## config.mk

```make
export PLATFORM = sky130hd
export DESIGN_NAME = pulse_width_capture_timer
export DESIGN_NICKNAME = d
export VERILOG_FILES = /design/src/logic/pwc_pkg.sv /design/src/logic/source_clock_gen.sv /design/src/logic/pulse_width_capture_timer.sv
export SDC_FILE = /design/constraint.sdc
export NUM_CORES = 1
export LEC_CHECK = 0
export BUFFER_PORTS_ARGS = -buffer_cell sky130_fd_sc_hd__buf_4
export CAP_MARGIN = 40
export CORE_MARGIN = 5
export CORE_UTILIZATION = 47
export CTS_CLUSTER_DIAMETER = 150
export DETAILED_ROUTE_END_ITERATION = 10
export PLACE_DENSITY = 0.67
export SLEW_MARGIN = 25
export SYNTH_ARGS = -nofsm -noshare
export SYNTH_HDL_FRONTEND = slang
export SYNTH_SLANG_ARGS = --single-unit
export TNS_END_PERCENT = 100
```

## constraint.sdc

```tcl
create_clock -name clk -period 3.6 [get_ports clk]
set_input_delay 0.36 -clock clk [delete_from_list [all_inputs] [get_ports clk]]
set_output_delay 0.36 -clock clk [all_outputs]
set_load 0.01 [all_outputs]
```

## src/logic/pwc_pkg.sv

```systemverilog
/*
 * Shared constants and types of the pulse width capture timer.
 * Assumes a 16-bit register port with four address bits and a single clock.
 */
package pwc_pkg;

    // ==========================================================
    // Register map, word addresses on the register port.
    localparam logic [3:0] ADDR_MODE     = 4'h0;
    localparam logic [3:0] ADDR_CONTROL  = 4'h1;
    localparam logic [3:0] ADDR_STATUS   = 4'h2;
    localparam logic [3:0] ADDR_CAP_A    = 4'h3;
    localparam logic [3:0] ADDR_CAP_B    = 4'h4;
    localparam logic [3:0] ADDR_IRQ_STAT = 4'h5;
    localparam logic [3:0] ADDR_IRQ_EN   = 4'h6;
    localparam logic [3:0] ADDR_IRQ_CLR  = 4'h7;

    // ==========================================================
    // Field values and reset values.
    localparam logic [2:0]  OP_PULSE_WIDTH = 3'h6;
    localparam logic        EDGE_RISING    = 1'h0;
    localparam logic        STYLE_DOUBLE   = 1'h0;
    localparam logic [15:0] COUNT_ZERO     = 16'h0000;
    localparam logic [15:0] COUNT_ONES     = 16'hFFFF;
    localparam logic [7:0]  MODE_RESET     = 8'h00;
    localparam logic [3:0]  IRQ_RESET      = 4'h0;
    localparam int          CTRL_RUN_BIT   = 0;
    localparam int          CTRL_OVFEN_BIT = 1;

    // Interrupt cause positions in status, enable and clear registers.
    localparam int IRQ_START = 0;
    localparam int IRQ_CAP_B = 1;
    localparam int IRQ_CAP_A = 2;
    localparam int IRQ_OVF   = 3;

    // ==========================================================
    // Mode register layout, low bit last.
    typedef struct packed {
        logic       capture_style_select;
        logic       trigger_edge_select;
        logic [2:0] source_clock_select;
        logic [2:0] operating_mode_field;
    } mode_type;

    // Capture status flags, cleared by any status read.
    typedef struct packed {
        logic overflow_flag;
        logic capture_b_flag;
        logic capture_a_flag;
    } flags_type;

    // Measurement sequence.
    typedef enum logic [1:0] {
        ST_IDLE,
        ST_WAIT_START,
        ST_COUNT,
        ST_AFTER_B
    } state_type;

endpackage

```

## src/logic/source_clock_gen.sv

```systemverilog
/*
 * Source clock tick generator for the capture counter.
 * Assumes a free running system clock; select 0 ticks every cycle,
 * select n ticks once every 2**n cycles.
 */
`timescale 1ns/1ps

module source_clock_gen #(
    parameter int SEL_WIDTH = 3
) (
    // Clock and reset.
    input  wire logic                 clk,
    input  wire logic                 rst,
    // Selection and tick.
    input  wire logic [SEL_WIDTH-1:0] select,
    output logic                      tick
);

    localparam int DIV_WIDTH = (1 << SEL_WIDTH) - 1;

    logic [DIV_WIDTH-1:0] div_q;
    logic [DIV_WIDTH:0]   tick_at;

    // =====================================================
    // Free divider; it never stops so the tick phase is not tied to start.
    always_ff @(posedge clk or posedge rst) begin
        if (rst) begin
            div_q <= '0;
        end else begin
            div_q <= div_q + 1'b1;
        end
    end

    // One tick candidate per division ratio.
    assign tick_at[0] = 1'b1;
    for (genvar i = 1; i <= DIV_WIDTH; i++) begin : g_tap
        assign tick_at[i] = &div_q[i-1:0];
    end

    assign tick = tick_at[select];

endmodule

```

## src/logic/pulse_width_capture_timer.sv

```systemverilog
/*
 * Pulse width capture timer: a 16-bit up counter that measures the
 * time between edges of the timer input pin and captures it.
 * Assumes a register master that never issues read and write together
 * and an asynchronous input pin that is synchronised here.
 */
// Implementation choices: the address map and the address-and-strobe port.
// Notes on behaviour
// - Mode code 110 selects pulse width measurement.
// - Counter steps on selected internal source clock.
// - Edge select 0 rising, 1 falling start.
// - Style bit 0 double-edge, 1 single-edge.
// - Overflow interrupts only when overflow enable set.
// - Starting the timer zeroes both capture registers.
// - Mode and overflow enable locked while running.
// - Start edge interrupts, then counting begins.
// - Opposite edge captures into B, flag, interrupt.
// - Double-edge: next start captures A, clears counter.
// - Single-edge: opposite edge stops and clears counter.
// - Overflow during capture sets overflow flag.
// - Reading status clears all three flags.
// - Clearing run stops and zeroes the counter.
// - Leading opposite edge neither captures nor interrupts.
`timescale 1ns/1ps

module pulse_width_capture_timer #(
    parameter int CNT_WIDTH = 16
) (
    // Clock and reset.
    input  wire logic                 clk,
    input  wire logic                 rst,
    // Register port.
    input  wire logic [3:0]           addr,
    input  wire logic [15:0]          wdata,
    input  wire logic                 wr,
    input  wire logic                 rd,
    output logic      [15:0]          rdata,
    // Pin and interrupt.
    input  wire logic                 timer_input_pin,
    output logic                      timer_irq_request
);

    // =====================================================
    // Declarations.
    pwc_pkg::mode_type      mode_q;
    pwc_pkg::flags_type     flags_q, flags_d;
    pwc_pkg::state_type     state_q, state_d;
    logic                   run_q;
    logic                   ovf_en_q;
    logic [CNT_WIDTH-1:0]   cnt_q, cnt_d;
    logic [CNT_WIDTH-1:0]   cap_a_q, cap_b_q;
    logic [3:0]             irq_stat_q, irq_en_q, irq_set;
    logic [15:0]            rdata_q, rdata_d;
    logic                   irq_q;
    logic                   pin_s1_q, pin_s2_q, pin_prev_q;
    logic                   tick;
    logic                   rise, fall, start_edge, opp_edge;
    logic                   wr_mode, wr_ctrl, rd_status, wr_irq_clr;
    logic                   run_set, run_clr;
    logic                   measuring, is_pw_mode, is_single;
    logic                   evt_start, evt_cap_b, evt_cap_a, evt_ovf;
    logic                   cnt_wrap;

    // =====================================================
    // Address decoding.
    assign wr_mode    = wr && (addr == pwc_pkg::ADDR_MODE);
    assign wr_ctrl    = wr && (addr == pwc_pkg::ADDR_CONTROL);
    assign rd_status  = rd && (addr == pwc_pkg::ADDR_STATUS);
    assign wr_irq_clr = wr && (addr == pwc_pkg::ADDR_IRQ_CLR);
    assign run_set    = wr_ctrl && wdata[pwc_pkg::CTRL_RUN_BIT] && !run_q;
    assign run_clr    = wr_ctrl && !wdata[pwc_pkg::CTRL_RUN_BIT];

    // Source clock ticks for the counter.
    source_clock_gen #(
        .SEL_WIDTH (3)
    ) u_src (
        .clk    (clk),
        .rst    (rst),
        .select (mode_q.source_clock_select),
        .tick   (tick)
    );

    // =====================================================
    // Pin synchroniser; only the second stage feeds edge detection.
    always_ff @(posedge clk or posedge rst) begin
        if (rst) begin
            pin_s1_q   <= 1'b0;
            pin_s2_q   <= 1'b0;
            pin_prev_q <= 1'b0;
        end else begin
            pin_s1_q   <= timer_input_pin;
            pin_s2_q   <= pin_s1_q;
            pin_prev_q <= pin_s2_q;
        end
    end

    // Edge classification against the selected start edge.
    assign rise       = pin_s2_q && !pin_prev_q;
    assign fall       = !pin_s2_q && pin_prev_q;
    assign start_edge = (mode_q.trigger_edge_select == pwc_pkg::EDGE_RISING) ? rise : fall;
    assign opp_edge   = (mode_q.trigger_edge_select == pwc_pkg::EDGE_RISING) ? fall : rise;

    assign is_pw_mode = (mode_q.operating_mode_field == pwc_pkg::OP_PULSE_WIDTH);
    assign is_single  = (mode_q.capture_style_select != pwc_pkg::STYLE_DOUBLE);
    assign measuring  = (state_q == pwc_pkg::ST_COUNT) || (state_q == pwc_pkg::ST_AFTER_B);
    assign cnt_wrap   = measuring && tick && (cnt_q == pwc_pkg::COUNT_ONES);

    // Events of the measurement; an edge takes priority over a wrap tick.
    assign evt_start = (state_q == pwc_pkg::ST_WAIT_START) && start_edge && run_q;
    assign evt_cap_b = (state_q == pwc_pkg::ST_COUNT) && opp_edge && run_q;
    assign evt_cap_a = (state_q == pwc_pkg::ST_AFTER_B) && start_edge && run_q;
    assign evt_ovf   = cnt_wrap && run_q && !evt_cap_a && !evt_cap_b;

    // =====================================================
    // Sequence and counter next state.
    always_comb begin
        state_d = state_q;
        cnt_d   = cnt_q;
        case (state_q)
            pwc_pkg::ST_IDLE: begin
                if (run_q && is_pw_mode) begin
                    state_d = pwc_pkg::ST_WAIT_START;
                end
            end
            pwc_pkg::ST_WAIT_START: begin
                // A leading opposite edge is simply ignored here.
                if (start_edge) begin
                    state_d = pwc_pkg::ST_COUNT;
                    cnt_d   = pwc_pkg::COUNT_ZERO;
                end
            end
            pwc_pkg::ST_COUNT: begin
                if (opp_edge && is_single) begin
                    state_d = pwc_pkg::ST_WAIT_START;
                    cnt_d   = pwc_pkg::COUNT_ZERO;
                end else if (opp_edge) begin
                    state_d = pwc_pkg::ST_AFTER_B;
                    cnt_d   = tick ? cnt_q + 1'b1 : cnt_q;
                end else if (tick) begin
                    cnt_d   = cnt_q + 1'b1;
                end
            end
            pwc_pkg::ST_AFTER_B: begin
                if (start_edge) begin
                    state_d = pwc_pkg::ST_COUNT;
                    cnt_d   = pwc_pkg::COUNT_ZERO;
                end else if (tick) begin
                    cnt_d   = cnt_q + 1'b1;
                end
            end
            default: begin
                state_d = pwc_pkg::ST_IDLE;
            end
        endcase
        // Stopping wins over everything and zeroes the counter.
        if (!run_q || run_clr) begin
            state_d = pwc_pkg::ST_IDLE;
            cnt_d   = pwc_pkg::COUNT_ZERO;
        end
    end

    always_ff @(posedge clk or posedge rst) begin
        if (rst) begin
            state_q <= pwc_pkg::ST_IDLE;
            cnt_q   <= pwc_pkg::COUNT_ZERO;
        end else begin
            state_q <= state_d;
            cnt_q   <= cnt_d;
        end
    end

    // =====================================================
    // Mode and control registers; mode and overflow enable locked while the timer runs, run bit always writable.
    always_ff @(posedge clk or posedge rst) begin
        if (rst) begin
            mode_q   <= pwc_pkg::MODE_RESET;
            run_q    <= 1'b0;
            ovf_en_q <= 1'b0;
        end else begin
            if (wr_mode && !run_q) begin
                mode_q <= wdata[7:0];
            end
            if (wr_ctrl && !run_q) begin
                ovf_en_q <= wdata[pwc_pkg::CTRL_OVFEN_BIT];
            end
            if (wr_ctrl) begin
                run_q <= wdata[pwc_pkg::CTRL_RUN_BIT];
            end
        end
    end

    // Capture registers; a fresh start zeroes both.
    always_ff @(posedge clk or posedge rst) begin
        if (rst) begin
            cap_a_q <= pwc_pkg::COUNT_ZERO;
            cap_b_q <= pwc_pkg::COUNT_ZERO;
        end else if (run_set) begin
            cap_a_q <= pwc_pkg::COUNT_ZERO;
            cap_b_q <= pwc_pkg::COUNT_ZERO;
        end else begin
            if (evt_cap_a) begin
                cap_a_q <= cnt_q;
            end
            if (evt_cap_b) begin
                cap_b_q <= cnt_q;
            end
        end
    end

    // Status flags; a status read clears them but a same-cycle set wins.
    always_comb begin
        flags_d = rd_status ? 3'h0 : flags_q;
        if (evt_cap_a) begin
            flags_d.capture_a_flag = 1'b1;
        end
        if (evt_cap_b) begin
            flags_d.capture_b_flag = 1'b1;
        end
        if (evt_ovf) begin
            flags_d.overflow_flag = 1'b1;
        end
    end

    always_ff @(posedge clk or posedge rst) begin
        if (rst) begin
            flags_q <= 3'h0;
        end else begin
            flags_q <= flags_d;
        end
    end

    // =====================================================
    // Interrupt causes; overflow only reaches them when enabled.
    assign irq_set[pwc_pkg::IRQ_START] = evt_start;
    assign irq_set[pwc_pkg::IRQ_CAP_B] = evt_cap_b;
    assign irq_set[pwc_pkg::IRQ_CAP_A] = evt_cap_a;
    assign irq_set[pwc_pkg::IRQ_OVF]   = evt_ovf && ovf_en_q;

    // Sticky causes with write-one-to-clear; a new event beats the clear.
    always_ff @(posedge clk or posedge rst) begin
        if (rst) begin
            irq_stat_q <= pwc_pkg::IRQ_RESET;
            irq_en_q   <= pwc_pkg::IRQ_RESET;
            irq_q      <= 1'b0;
        end else begin
            irq_stat_q <= (irq_stat_q & ~(wr_irq_clr ? wdata[3:0] : 4'h0)) | irq_set;
            if (wr && (addr == pwc_pkg::ADDR_IRQ_EN)) begin
                irq_en_q <= wdata[3:0];
            end
            irq_q <= |(irq_stat_q & irq_en_q);
        end
    end

    // =====================================================
    // Read mux; captures come out as one 16-bit word.
    always_comb begin
        rdata_d = 16'h0000;
        if (addr == pwc_pkg::ADDR_MODE) begin
            rdata_d = {8'h00, mode_q};
        end else if (addr == pwc_pkg::ADDR_CONTROL) begin
            rdata_d = {14'h0000, ovf_en_q, run_q};
        end else if (addr == pwc_pkg::ADDR_STATUS) begin
            rdata_d = {11'h000, state_q, flags_q};
        end else if (addr == pwc_pkg::ADDR_CAP_A) begin
            rdata_d = cap_a_q;
        end else if (addr == pwc_pkg::ADDR_CAP_B) begin
            rdata_d = cap_b_q;
        end else if (addr == pwc_pkg::ADDR_IRQ_STAT) begin
            rdata_d = {12'h000, irq_stat_q};
        end else if (addr == pwc_pkg::ADDR_IRQ_EN) begin
            rdata_d = {12'h000, irq_en_q};
        end
    end

    // Read data stands only in the cycle after the strobe.
    always_ff @(posedge clk or posedge rst) begin
        if (rst) begin
            rdata_q <= 16'h0000;
        end else begin
            rdata_q <= rd ? rdata_d : 16'h0000;
        end
    end

    assign rdata             = rdata_q;
    assign timer_irq_request = irq_q;
endmodule

```

==> summary.md, run 1 <==
| Metric | Value |
|---|---|
| Row count | 36 |
| GRT Overall Usage | 0.181 |
| Seq cells post-synth | between 90 and 100 |
| Fin. max-slew vios | 0 |
| CTS tree | done |
| Setup violators final | 0 |
| Average wire per standard cell | 17.3 um |
| Synth Flop Type | dfrtp_1 |
| Post-route ant nets | 0 |
| Sequential fraction of the synthesis area | 0.515 |
| Post-placement cell area | 0.00511 mm2 |
| Mapped Area | 0.00476 mm2 |
| Die ar. | 0.0122 mm2 |
| Antenna violations before repair | 0 |
| Share of synthesized area spent on multiplexers | 0.115 |
| Core footprint | 0.00982 mm2 |
| HPWL after DPL | 7.48 mm |
| GPL Wtd Cong | 0.872 |
| Main combinational cell family by area after synthesis | simple AND/OR/NAND/NOR gates |
| Die height | 111 um |
| Leading cell types in the layout, fill and taps excluded | dfrtp_1 (98), nor2_1 (62), buf_4 (40), mux2i_1 (39), a21oi_1 (28) |
| Vias in the first global route | ~3,500 |
| Syn_nets | 490 |
| DRT Wirelength | 10.8 mm |
| Sequential Area | about 0.0025 mm2 |
| Share of Yosys cell area claimed by the top area cell type | 0.515 |
| Crit Path Max Fanout | 29 |
| Hold Path Class | in -> async |
| Vias | 3,629 |
| Postcts setup bufs | 0 |
| Status | finished, final reports clean |
| Post-synth EDFFs | 0 |
| Most common cell after layout, fill and taps aside | dfrtp_1 |
| Clock Path Buffers | 2 |
| Max Cap Viol | 0 |
| Combinational share of power | 0.170 |
| Multi-input gate area | 0.00215 mm2 |
| P_leak | 2.37 nW |
| Worst-Margin Slew | 0.659 ns |
| Worst Setup End Kind | flip-flop |
| IO Port Bufs | 33 |
| Hold Buf Count CTS | 0 |
| Die width | ~110 um |
| CTS resizes | 0 |
| Switching pwr | about 800 uW |
| Min Tclk post-route | 2.18 ns |
| Drt drc | 0 |
| Xor/xnor share of the synthesized area | 0.00552 |
| PwrDens | 512 mW/mm2 |
| Top area cells in the synthesized netlist | dfrtp_1 (51%), mux2i_1 (8.2%), nor2_1 (4.9%) |
| I/O pins | 42 |
| Post-route clock period utilization | 0.605 |
| Fraction of layout cells with a size suffix above 1 | 0.159 |
| TritonCTS Sinks | 98 |
| Initial Utilization | 0.485 |
| Iter 0 DRT Violations | 286 |
| Post-Layout Inst Area | 0.00535 mm2 |
| Worst VDD drop | 0.291 mV |
| Async set-reset flop share out of synthesis | 1.00 |
| H-tree depth | 3 |
| Sw frac | 0.297 |
| Post-synth cell types | 55 |
| Clock network power share | 0.316 |
| Global route overflow | 0 |
| Clock latency on the worst-skew pair | between 0.3 and 0.4 ns |
| Setup TNS | 0 ns |
| Vias/cell | 5.83 |
| Leading area contributor after synthesis | dfrtp_1 |
| NumNets Final | roughly 510 |
| Int Power | 1.93 mW |
| Post-Syn Instances | between 400 and 500 |
| Clk_skew | 0.0143 ns |
| Final hold slack | 0.0155 ns |
| Largest net degree at the start of global routing | 36 |
| RSZ-0062 raised after global routing | no |
| Simple-Gate Fraction of Synth Area | 0.185 |
| Critical path class | reg -> reg |
| Worst Path Arrival | 2.47 ns |
| Ys Warns | 0 |
| Compound-cell area share of the yosys netlist | 0.133 |
| Total CTS buffers | 9 |
| Power, Total | between 2 and 3 mW |
| Fin. Hold Viols | 0 |
| Max Freq | 0.459 GHz |
| N_diodes | 0 |
| Rel. slew slack | 0.559 |
| Fin util | 0.545 |
| DRT Pass-1 Iters | 5 |
| First-pass GRT wire length | 18.2 mm |
| Area Overhead vs Synth | 12.4% |
| Required time worst endpoint | roughly 3.9 ns |
| Post-synthesis adder-cell area fraction | 0.0105 |
| Reg clk slew, reported paths | around 0.1 ns |
| Sequential power share | 0.514 |
| Fill count | 886 |
| Syn Area/Cell | between 10 and 15 um2 |
| Clk root buf | clkbuf_8 |
| Critical path startpoint category | flip-flop |
## layer usage
metal | vias up | GRT usage | wire length, um
met2 | 107 | 0.273 | 4930
met3 | 15 | 0.0398 | 560
li1 | 1726 | - | -
met1 | 1781 | 0.257 | 5160
met4 | 0 | 0.0640 | 139
met5 | - | 0 | 0
## power groups by stage
stage	registers, mW	clock network, mW	logic, mW
after global placement	1.42	0	0.453
after detailed placement	1.43	0	0.466
after global routing	1.43	0.935	0.530
final	1.41	0.868	0.466
after floorplan	1.37	0	0.365
after CTS	1.41	0.890	0.470
## cells by family after synthesis
group	after synthesis
AOI/OAI and AO/OA	96
and+or+nand+nor	170
buffers and inverters	37
xor gates and xnor gates	3
muxes	53
DFF	98
adders and majority gates	4
## flip-flops by register name, summed over array words and instances, names as in the netlist
name               cells
ovf_en_q               1
pin_s2_q               1
cap_b_q               16
pin_s1_q               1
state_q                2
pin_prev_q             1
run_q                  1
mode_q                 7
irq_en_q               4
rdata                 16
timer_irq_request      1
irq_stat_q             4
u_src.div_q            7
cap_a_q               16
cnt_q                 16
flags_q                3
is_single              1
## cells in the mapped netlist, drive strengths merged, types with 4 or more instances
cell type / n
nor2b: 12
nor2: 62
mux2: 14
nand4: 7
buf: 15
nor3: 4
a22oi: 11
o22ai: 5
clkbuf: 13
mux2i: 39
o31ai: 12
nand3b: 4
inv: 9
ha: 4
o21ai: 11
or4: 11
dfrtp: 98
nand2b: 5
a21oi: 28
nand3: 15
or3: 6
nand2: 25
## through the flow
stage               std cells  setup WS, ns
global placement          606          1.32
CTS                       623          1.40
finish                    623          1.42
detailed placement        607          1.28
global route              623          1.22
floorplan                 461         0.678
## critical path, stage by stage, from the launching register on
cell      delay [ns]
dfrtp_1         0.40
ha_1            0.21
nand3_1         0.12
a221oi_1        0.32
o22ai_1         0.15
buf_4           0.23
or4_1           0.52
a21oi_1         0.16
## final timing paths
path	startpoint	to	slack, ns	cells after the start
max in group asynchronous	rst	cap_b_q[4]$_DFFE_PP0P_	2.81	3
min reg2reg	pin_s1_q$_DFF_PP0_	pin_s2_q$_DFF_PP0_	0.35	0
min in group clk	timer_input_pin	pin_s1_q$_DFF_PP0_	0.10	1
max reg2reg	u_src.div_q[0]$_DFF_PP0_	cnt_q[9]$_DFFE_PP0P_	1.42	7
min	rst	cnt_q[4]$_DFFE_PP0P_	0.02	2
max	u_src.div_q[0]$_DFF_PP0_	cnt_q[9]$_DFFE_PP0P_	1.42	7
## area by class of cell
cell class,instances,share of cell area
Clock buffer,9,0.0231
Clock inverter,7,0.0227
Inverter,9,0.00678
Multi-Input combinational cell,326,0.401
Sequential cell,98,0.458
Tap cell,133,0.0311
Timing Repair Buffer,41,0.0570
No activity file was read; power rests on OpenSTA's default activity.
==> run 2: changes to the inputs <==
--- a/config.mk
+++ b/config.mk
@@ -5,13 +5,14 @@
 export SDC_FILE = /design/constraint.sdc
 export NUM_CORES = 1
 export LEC_CHECK = 0
+export ABC_AREA = 1
 export BUFFER_PORTS_ARGS = -buffer_cell sky130_fd_sc_hd__buf_4
 export CAP_MARGIN = 40
 export CORE_MARGIN = 5
 export CORE_UTILIZATION = 47
 export CTS_CLUSTER_DIAMETER = 150
 export DETAILED_ROUTE_END_ITERATION = 10
-export PLACE_DENSITY = 0.67
+export PLACE_DENSITY = 0.7
 export SLEW_MARGIN = 25
 export SYNTH_ARGS = -nofsm -noshare
 export SYNTH_HDL_FRONTEND = slang
==> constraint.sdc (replaced) <==
create_clock -name clk -period 1.9 [get_ports clk]
set_input_delay 0.19 -clock clk [delete_from_list [all_inputs] [get_ports clk]]
set_output_delay 0.19 -clock clk [all_outputs]
set_load 0.01 [all_outputs]
==> run 2 against run 1 <==
Effect of this change:
- clock power up 36%
- first-iteration DRC count shrank 11%
- the run now ends with negative setup slack left
- largest power group unchanged
- non-clock buffer count up 13
- fmax grew 14%
- count of clock-buffer cells in the layout rose by 1
- critical path type unchanged
==> summary.md, run 2 <==
| Metric | Value |
|---|---|
| N_diodes | 0 (unchanged) |
| GPL Wtd Cong | 0.878 (+0.65%) |
| Failing checks | negative setup slack |
| Simple-Gate Fraction of Synth Area | 0.264 (+0.0785) |
| NumNets Final | 655 (+27%) |
| Die height | 109 um (-1.4%) |
| Most common cell after layout, fill and taps aside | nand2_1 |
| CTS tree | done |
| Status | finished, violations left |
| Drt drc | 0 (unchanged) |
| Largest net degree at the start of global routing | 49 (+36%) |
| Worst-Margin Slew | 0.566 ns (-0.0932 ns) |
| I/O pins | 42 (unchanged) |
| Fin. max-slew vios | 0 (unchanged) |
| Leading cell types in the layout, fill and taps excluded | nand2_1 (170), dfrtp_1 (98), inv_1 (59), buf_4 (50), o21ai_0 (49) |
| Iter 0 DRT Violations | 255 (-11%) |
| Required time worst endpoint | 2.19 ns (-1.71 ns) |
| First-pass GRT wire length | 18.0 mm (-1.2%) |
| Min Tclk post-route | 1.91 ns (-0.273 ns) |
| Worst VDD drop | 0.390 mV (+34%) |
| Post-synth cell types | 29 (-47%) |
| Synth Flop Type | dfrtp_1 |
| Total CTS buffers | 9 (unchanged) |
| Fin. Hold Viols | 0 (unchanged) |
| Share of synthesized area spent on multiplexers | 0 (-0.115) |
| M3 GR Usage | 0.0314 (-0.00847) |
| Post-route clock period utilization | 1.00 (+0.398) |
| RSZ-0062 raised after global routing | yes |
| Multi-input gate area | 0.00196 mm2 (-8.5%) |
| Sequential Area | 0.00245 mm2 (unchanged) |
| Post-Syn Instances | 575 (+25%) |
| Sequential fraction of the synthesis area | 0.532 (+0.0168) |
| H-tree depth | 3 (unchanged) |
| Post-route setup slack | -0.00525 ns (-1.43 ns) |
| Setup violators final | 1 (+1) |
| HPWL after DPL | 7.65 mm (+2.2%) |
| GRT Overall Usage | 0.194 (+0.0130) |
| Post-route ant nets | 0 (unchanged) |
| Syn_nets | 604 (+23%) |
| Area Overhead vs Synth | 17.6% |
| Xor/xnor share of the synthesized area | 0.00570 (+0.000180) |
| Critical path class | reg -> reg |
| Share of Yosys cell area claimed by the top area cell type | 0.532 (+0.0168) |
| Reg clk slew, reported paths | 0.09 ns (about the same) |
| PwrDens | 837 mW/mm2 (+63%) |
| Main combinational cell family by area after synthesis | simple AND/OR/NAND/NOR gates |
| Vias/cell | 5.20 (-11%) |
| Vias in the first global route | 3,751 (+6.5%) |
| Row count | 36 (unchanged) |
| Seq cells post-synth | 98 (unchanged) |
| Async set-reset flop share out of synthesis | 1.00 (unchanged) |
| Power, Total | 4.54 mW (+66%) |
| Most common cell in the netlist | nand2_1 |
| Global route overflow | 0 (unchanged) |
| Leading area contributor after synthesis | dfrtp_1 |
| Critical path startpoint category | flip-flop |
| Met2 Use GR | 0.307 (+0.0348) |
| Rel. slew slack | 0.622 (+0.0630) |
| Core footprint | 0.00968 mm2 (-1.4%) |
| Vias | 3,967 (+9.3%) |
| Mapped Area | 0.00461 mm2 (-3.2%) |
| Clk_skew | 0.0135 ns (-0.000833 ns) |
| Final hold slack | 0.0713 ns (+0.0559 ns) |
| Top area cells in the synthesized netlist | dfrtp_1 (53%), nand2_1 (14%), o21ai_0 (5.8%) |
| Clock Path Buffers | 2 (unchanged) |
| Crit Path Max Fanout | 7 (-76%) |
| Syn Area/Cell | 8.02 um2 (-22%) |
| Hold Path Class | in -> reg |
| P_leak | 2.60 nW (+9.5%) |
| Compound-cell area share of the yosys netlist | 0.118 (-0.0152) |
| IO Port Bufs | 33 (unchanged) |
| Die width | 109 um (-1.4%) |
| Worst Path Arrival | 2.20 ns (-0.27 ns) |
| Max Cap Viol | 0 (unchanged) |
| Fill count | 890 (+0.45%) |
| Clk root buf | clkbuf_8 |
| GRT met1 Usage | 0.270 (+0.0133) |
| Initial Utilization | 0.476 (-0.00874) |
| DRT Wirelength | 10.7 mm (-0.84%) |
| Post-synthesis adder-cell area fraction | 0.0109 (+0.000342) |
| Worst Setup End Kind | flip-flop |
| Fraction of layout cells with a size suffix above 1 | 0.162 (+0.00272) |
| Clock latency on the worst-skew pair | 0.37 ns (about the same) |
| Average wire per standard cell | 14.0 um (-19%) |
| Commonest cells post-synth | nand2_1 (176), dfrtp_1 (98), inv_1 (61) |
| Post-synth EDFFs | 0 (unchanged) |
| Ys Warns | 0 (unchanged) |
| Die ar. | 0.0119 mm2 (-2.9%) |
| GR peak layer | met2 |
| Antenna violations before repair | 0 (unchanged) |
| DRT Pass-1 Iters | 5 (unchanged) |
| Max Freq | 0.525 GHz (+14%) |
| TritonCTS Sinks | 98 (unchanged) |
## run 2: cell types whose count changed in the layout (fill, tap and decap cells not counted), moves of 18 or more
| cell | before | now |
|---|---|---|
| inv_1 | 8 | 59 |
| mux2i_1 | 39 | 0 |
| nand2_1 | 25 | 170 |
| nor2_1 | 62 | 40 |
| o21ai_0 | 11 | 49 |
| o21ai_1 | 0 | 18 |
## run 2: logic make-up after synthesis
logic type,after synthesis
XOR/XNOR,3
AND/OR/NAND/NOR,286
flip-flops,98
adder cells (fa/ha/maj),4
AO/OA/AOI/OAI,105
buffers and inverters,79
## run 2: routing by layer
metal | up-vias | part of all wire
met3 | 15 | 0.050
met1 | 1896 | 0.45
met2 | 93 | 0.48
met5 | - | 0
li1 | 1963 | -
met4 | 0 | 0.015
## run 2: timing repair
| action | 4_1_cts | 5_1_grt |
|---|---|---|
| hold buffers | 2 | 0 |
| cloned | 0 | 1 |
| gates resized for setup | 3 | 31 |
| endpoints found under the setup margin | 6 | 30 |
| endpoints found under the hold margin | 23 | 0 |
| buffers inserted | 0 | 2 |
| pin swaps | 1 | 13 |
## run 2: through the flow
| stage | TNS [ns] | setup slack [ns] | util | instance area, um2 | cells |
|---|---|---|---|---|---|
| 6_report | -0.00525 | -0.00525 | 0.560 | 5420 | 763 |
| 5_1_grt | -0.986 | -0.116 | 0.560 | 5420 | 763 |
| 4_1_cts | -0.00734 | -0.00608 | 0.547 | 5290 | 760 |
| 3_5_place_dp | -0.0837 | -0.0326 | 0.527 | 5100 | 743 |
| 3_3_place_gp | 0 | 0.0254 | 0.527 | 5100 | 743 |
| 2_1_floorplan | 0 | 0.0469 | - | 4620 | 575 |
## run 2: path summary, 6_finish.rpt
check | from | end | slack, ns | cells after the start
setup / recovery | u_src.div_q[1]$_DFF_PP0_ | cnt_q[8]$_DFFE_PP0P_ | -0.005 | 13
hold / removal | wdata[4] | mode_q[4]$_DFFE_PP0P_ | 0.07 | 3
setup reg to reg | u_src.div_q[1]$_DFF_PP0_ | cnt_q[8]$_DFFE_PP0P_ | -0.005 | 13
hold reg to reg | pin_s1_q$_DFF_PP0_ | pin_s2_q$_DFF_PP0_ | 0.36 | 0
max in group asynchronous | rst | mode_q[6]$_DFFE_PP0P_ | 0.84 | 4
min in group asynchronous | rst | cap_a_q[11]$_DFFE_PP0P_ | 0.44 | 3
## run 2: critical path: stages, from the launching register on
cell	delay, ns
dfrtp_1	0.40
ha_4	0.18
nand3_4	0.08
inv_2	0.07
ha_4	0.12
nor2_2	0.04
nor2_2	0.12
nand2_2	0.09
nand2_2	0.09
nor2_4	0.05
buf_4	0.15
nor2_4	0.18
nand4_1	0.12
a21oi_1	0.14
## run 2: cell type report
| cell class | count | area share |
|---|---|---|
| flip-flops and latches | 98 | 0.452 |
| clock buffers | 10 | 0.0235 |
| well taps | 133 | 0.0307 |
| multi-input cells | 399 | 0.362 |
| repair buffers | 54 | 0.0803 |
| clock inverters | 5 | 0.00600 |
| inverters | 64 | 0.0452 |
## run 2: where the power goes
part	switching [mW]	internal [mW]	total (mW)
combinational	0.612	0.323	0.935
sequential	0.157	2.26	2.42
clock	0.717	0.465	1.18
total	1.49	3.05	4.54
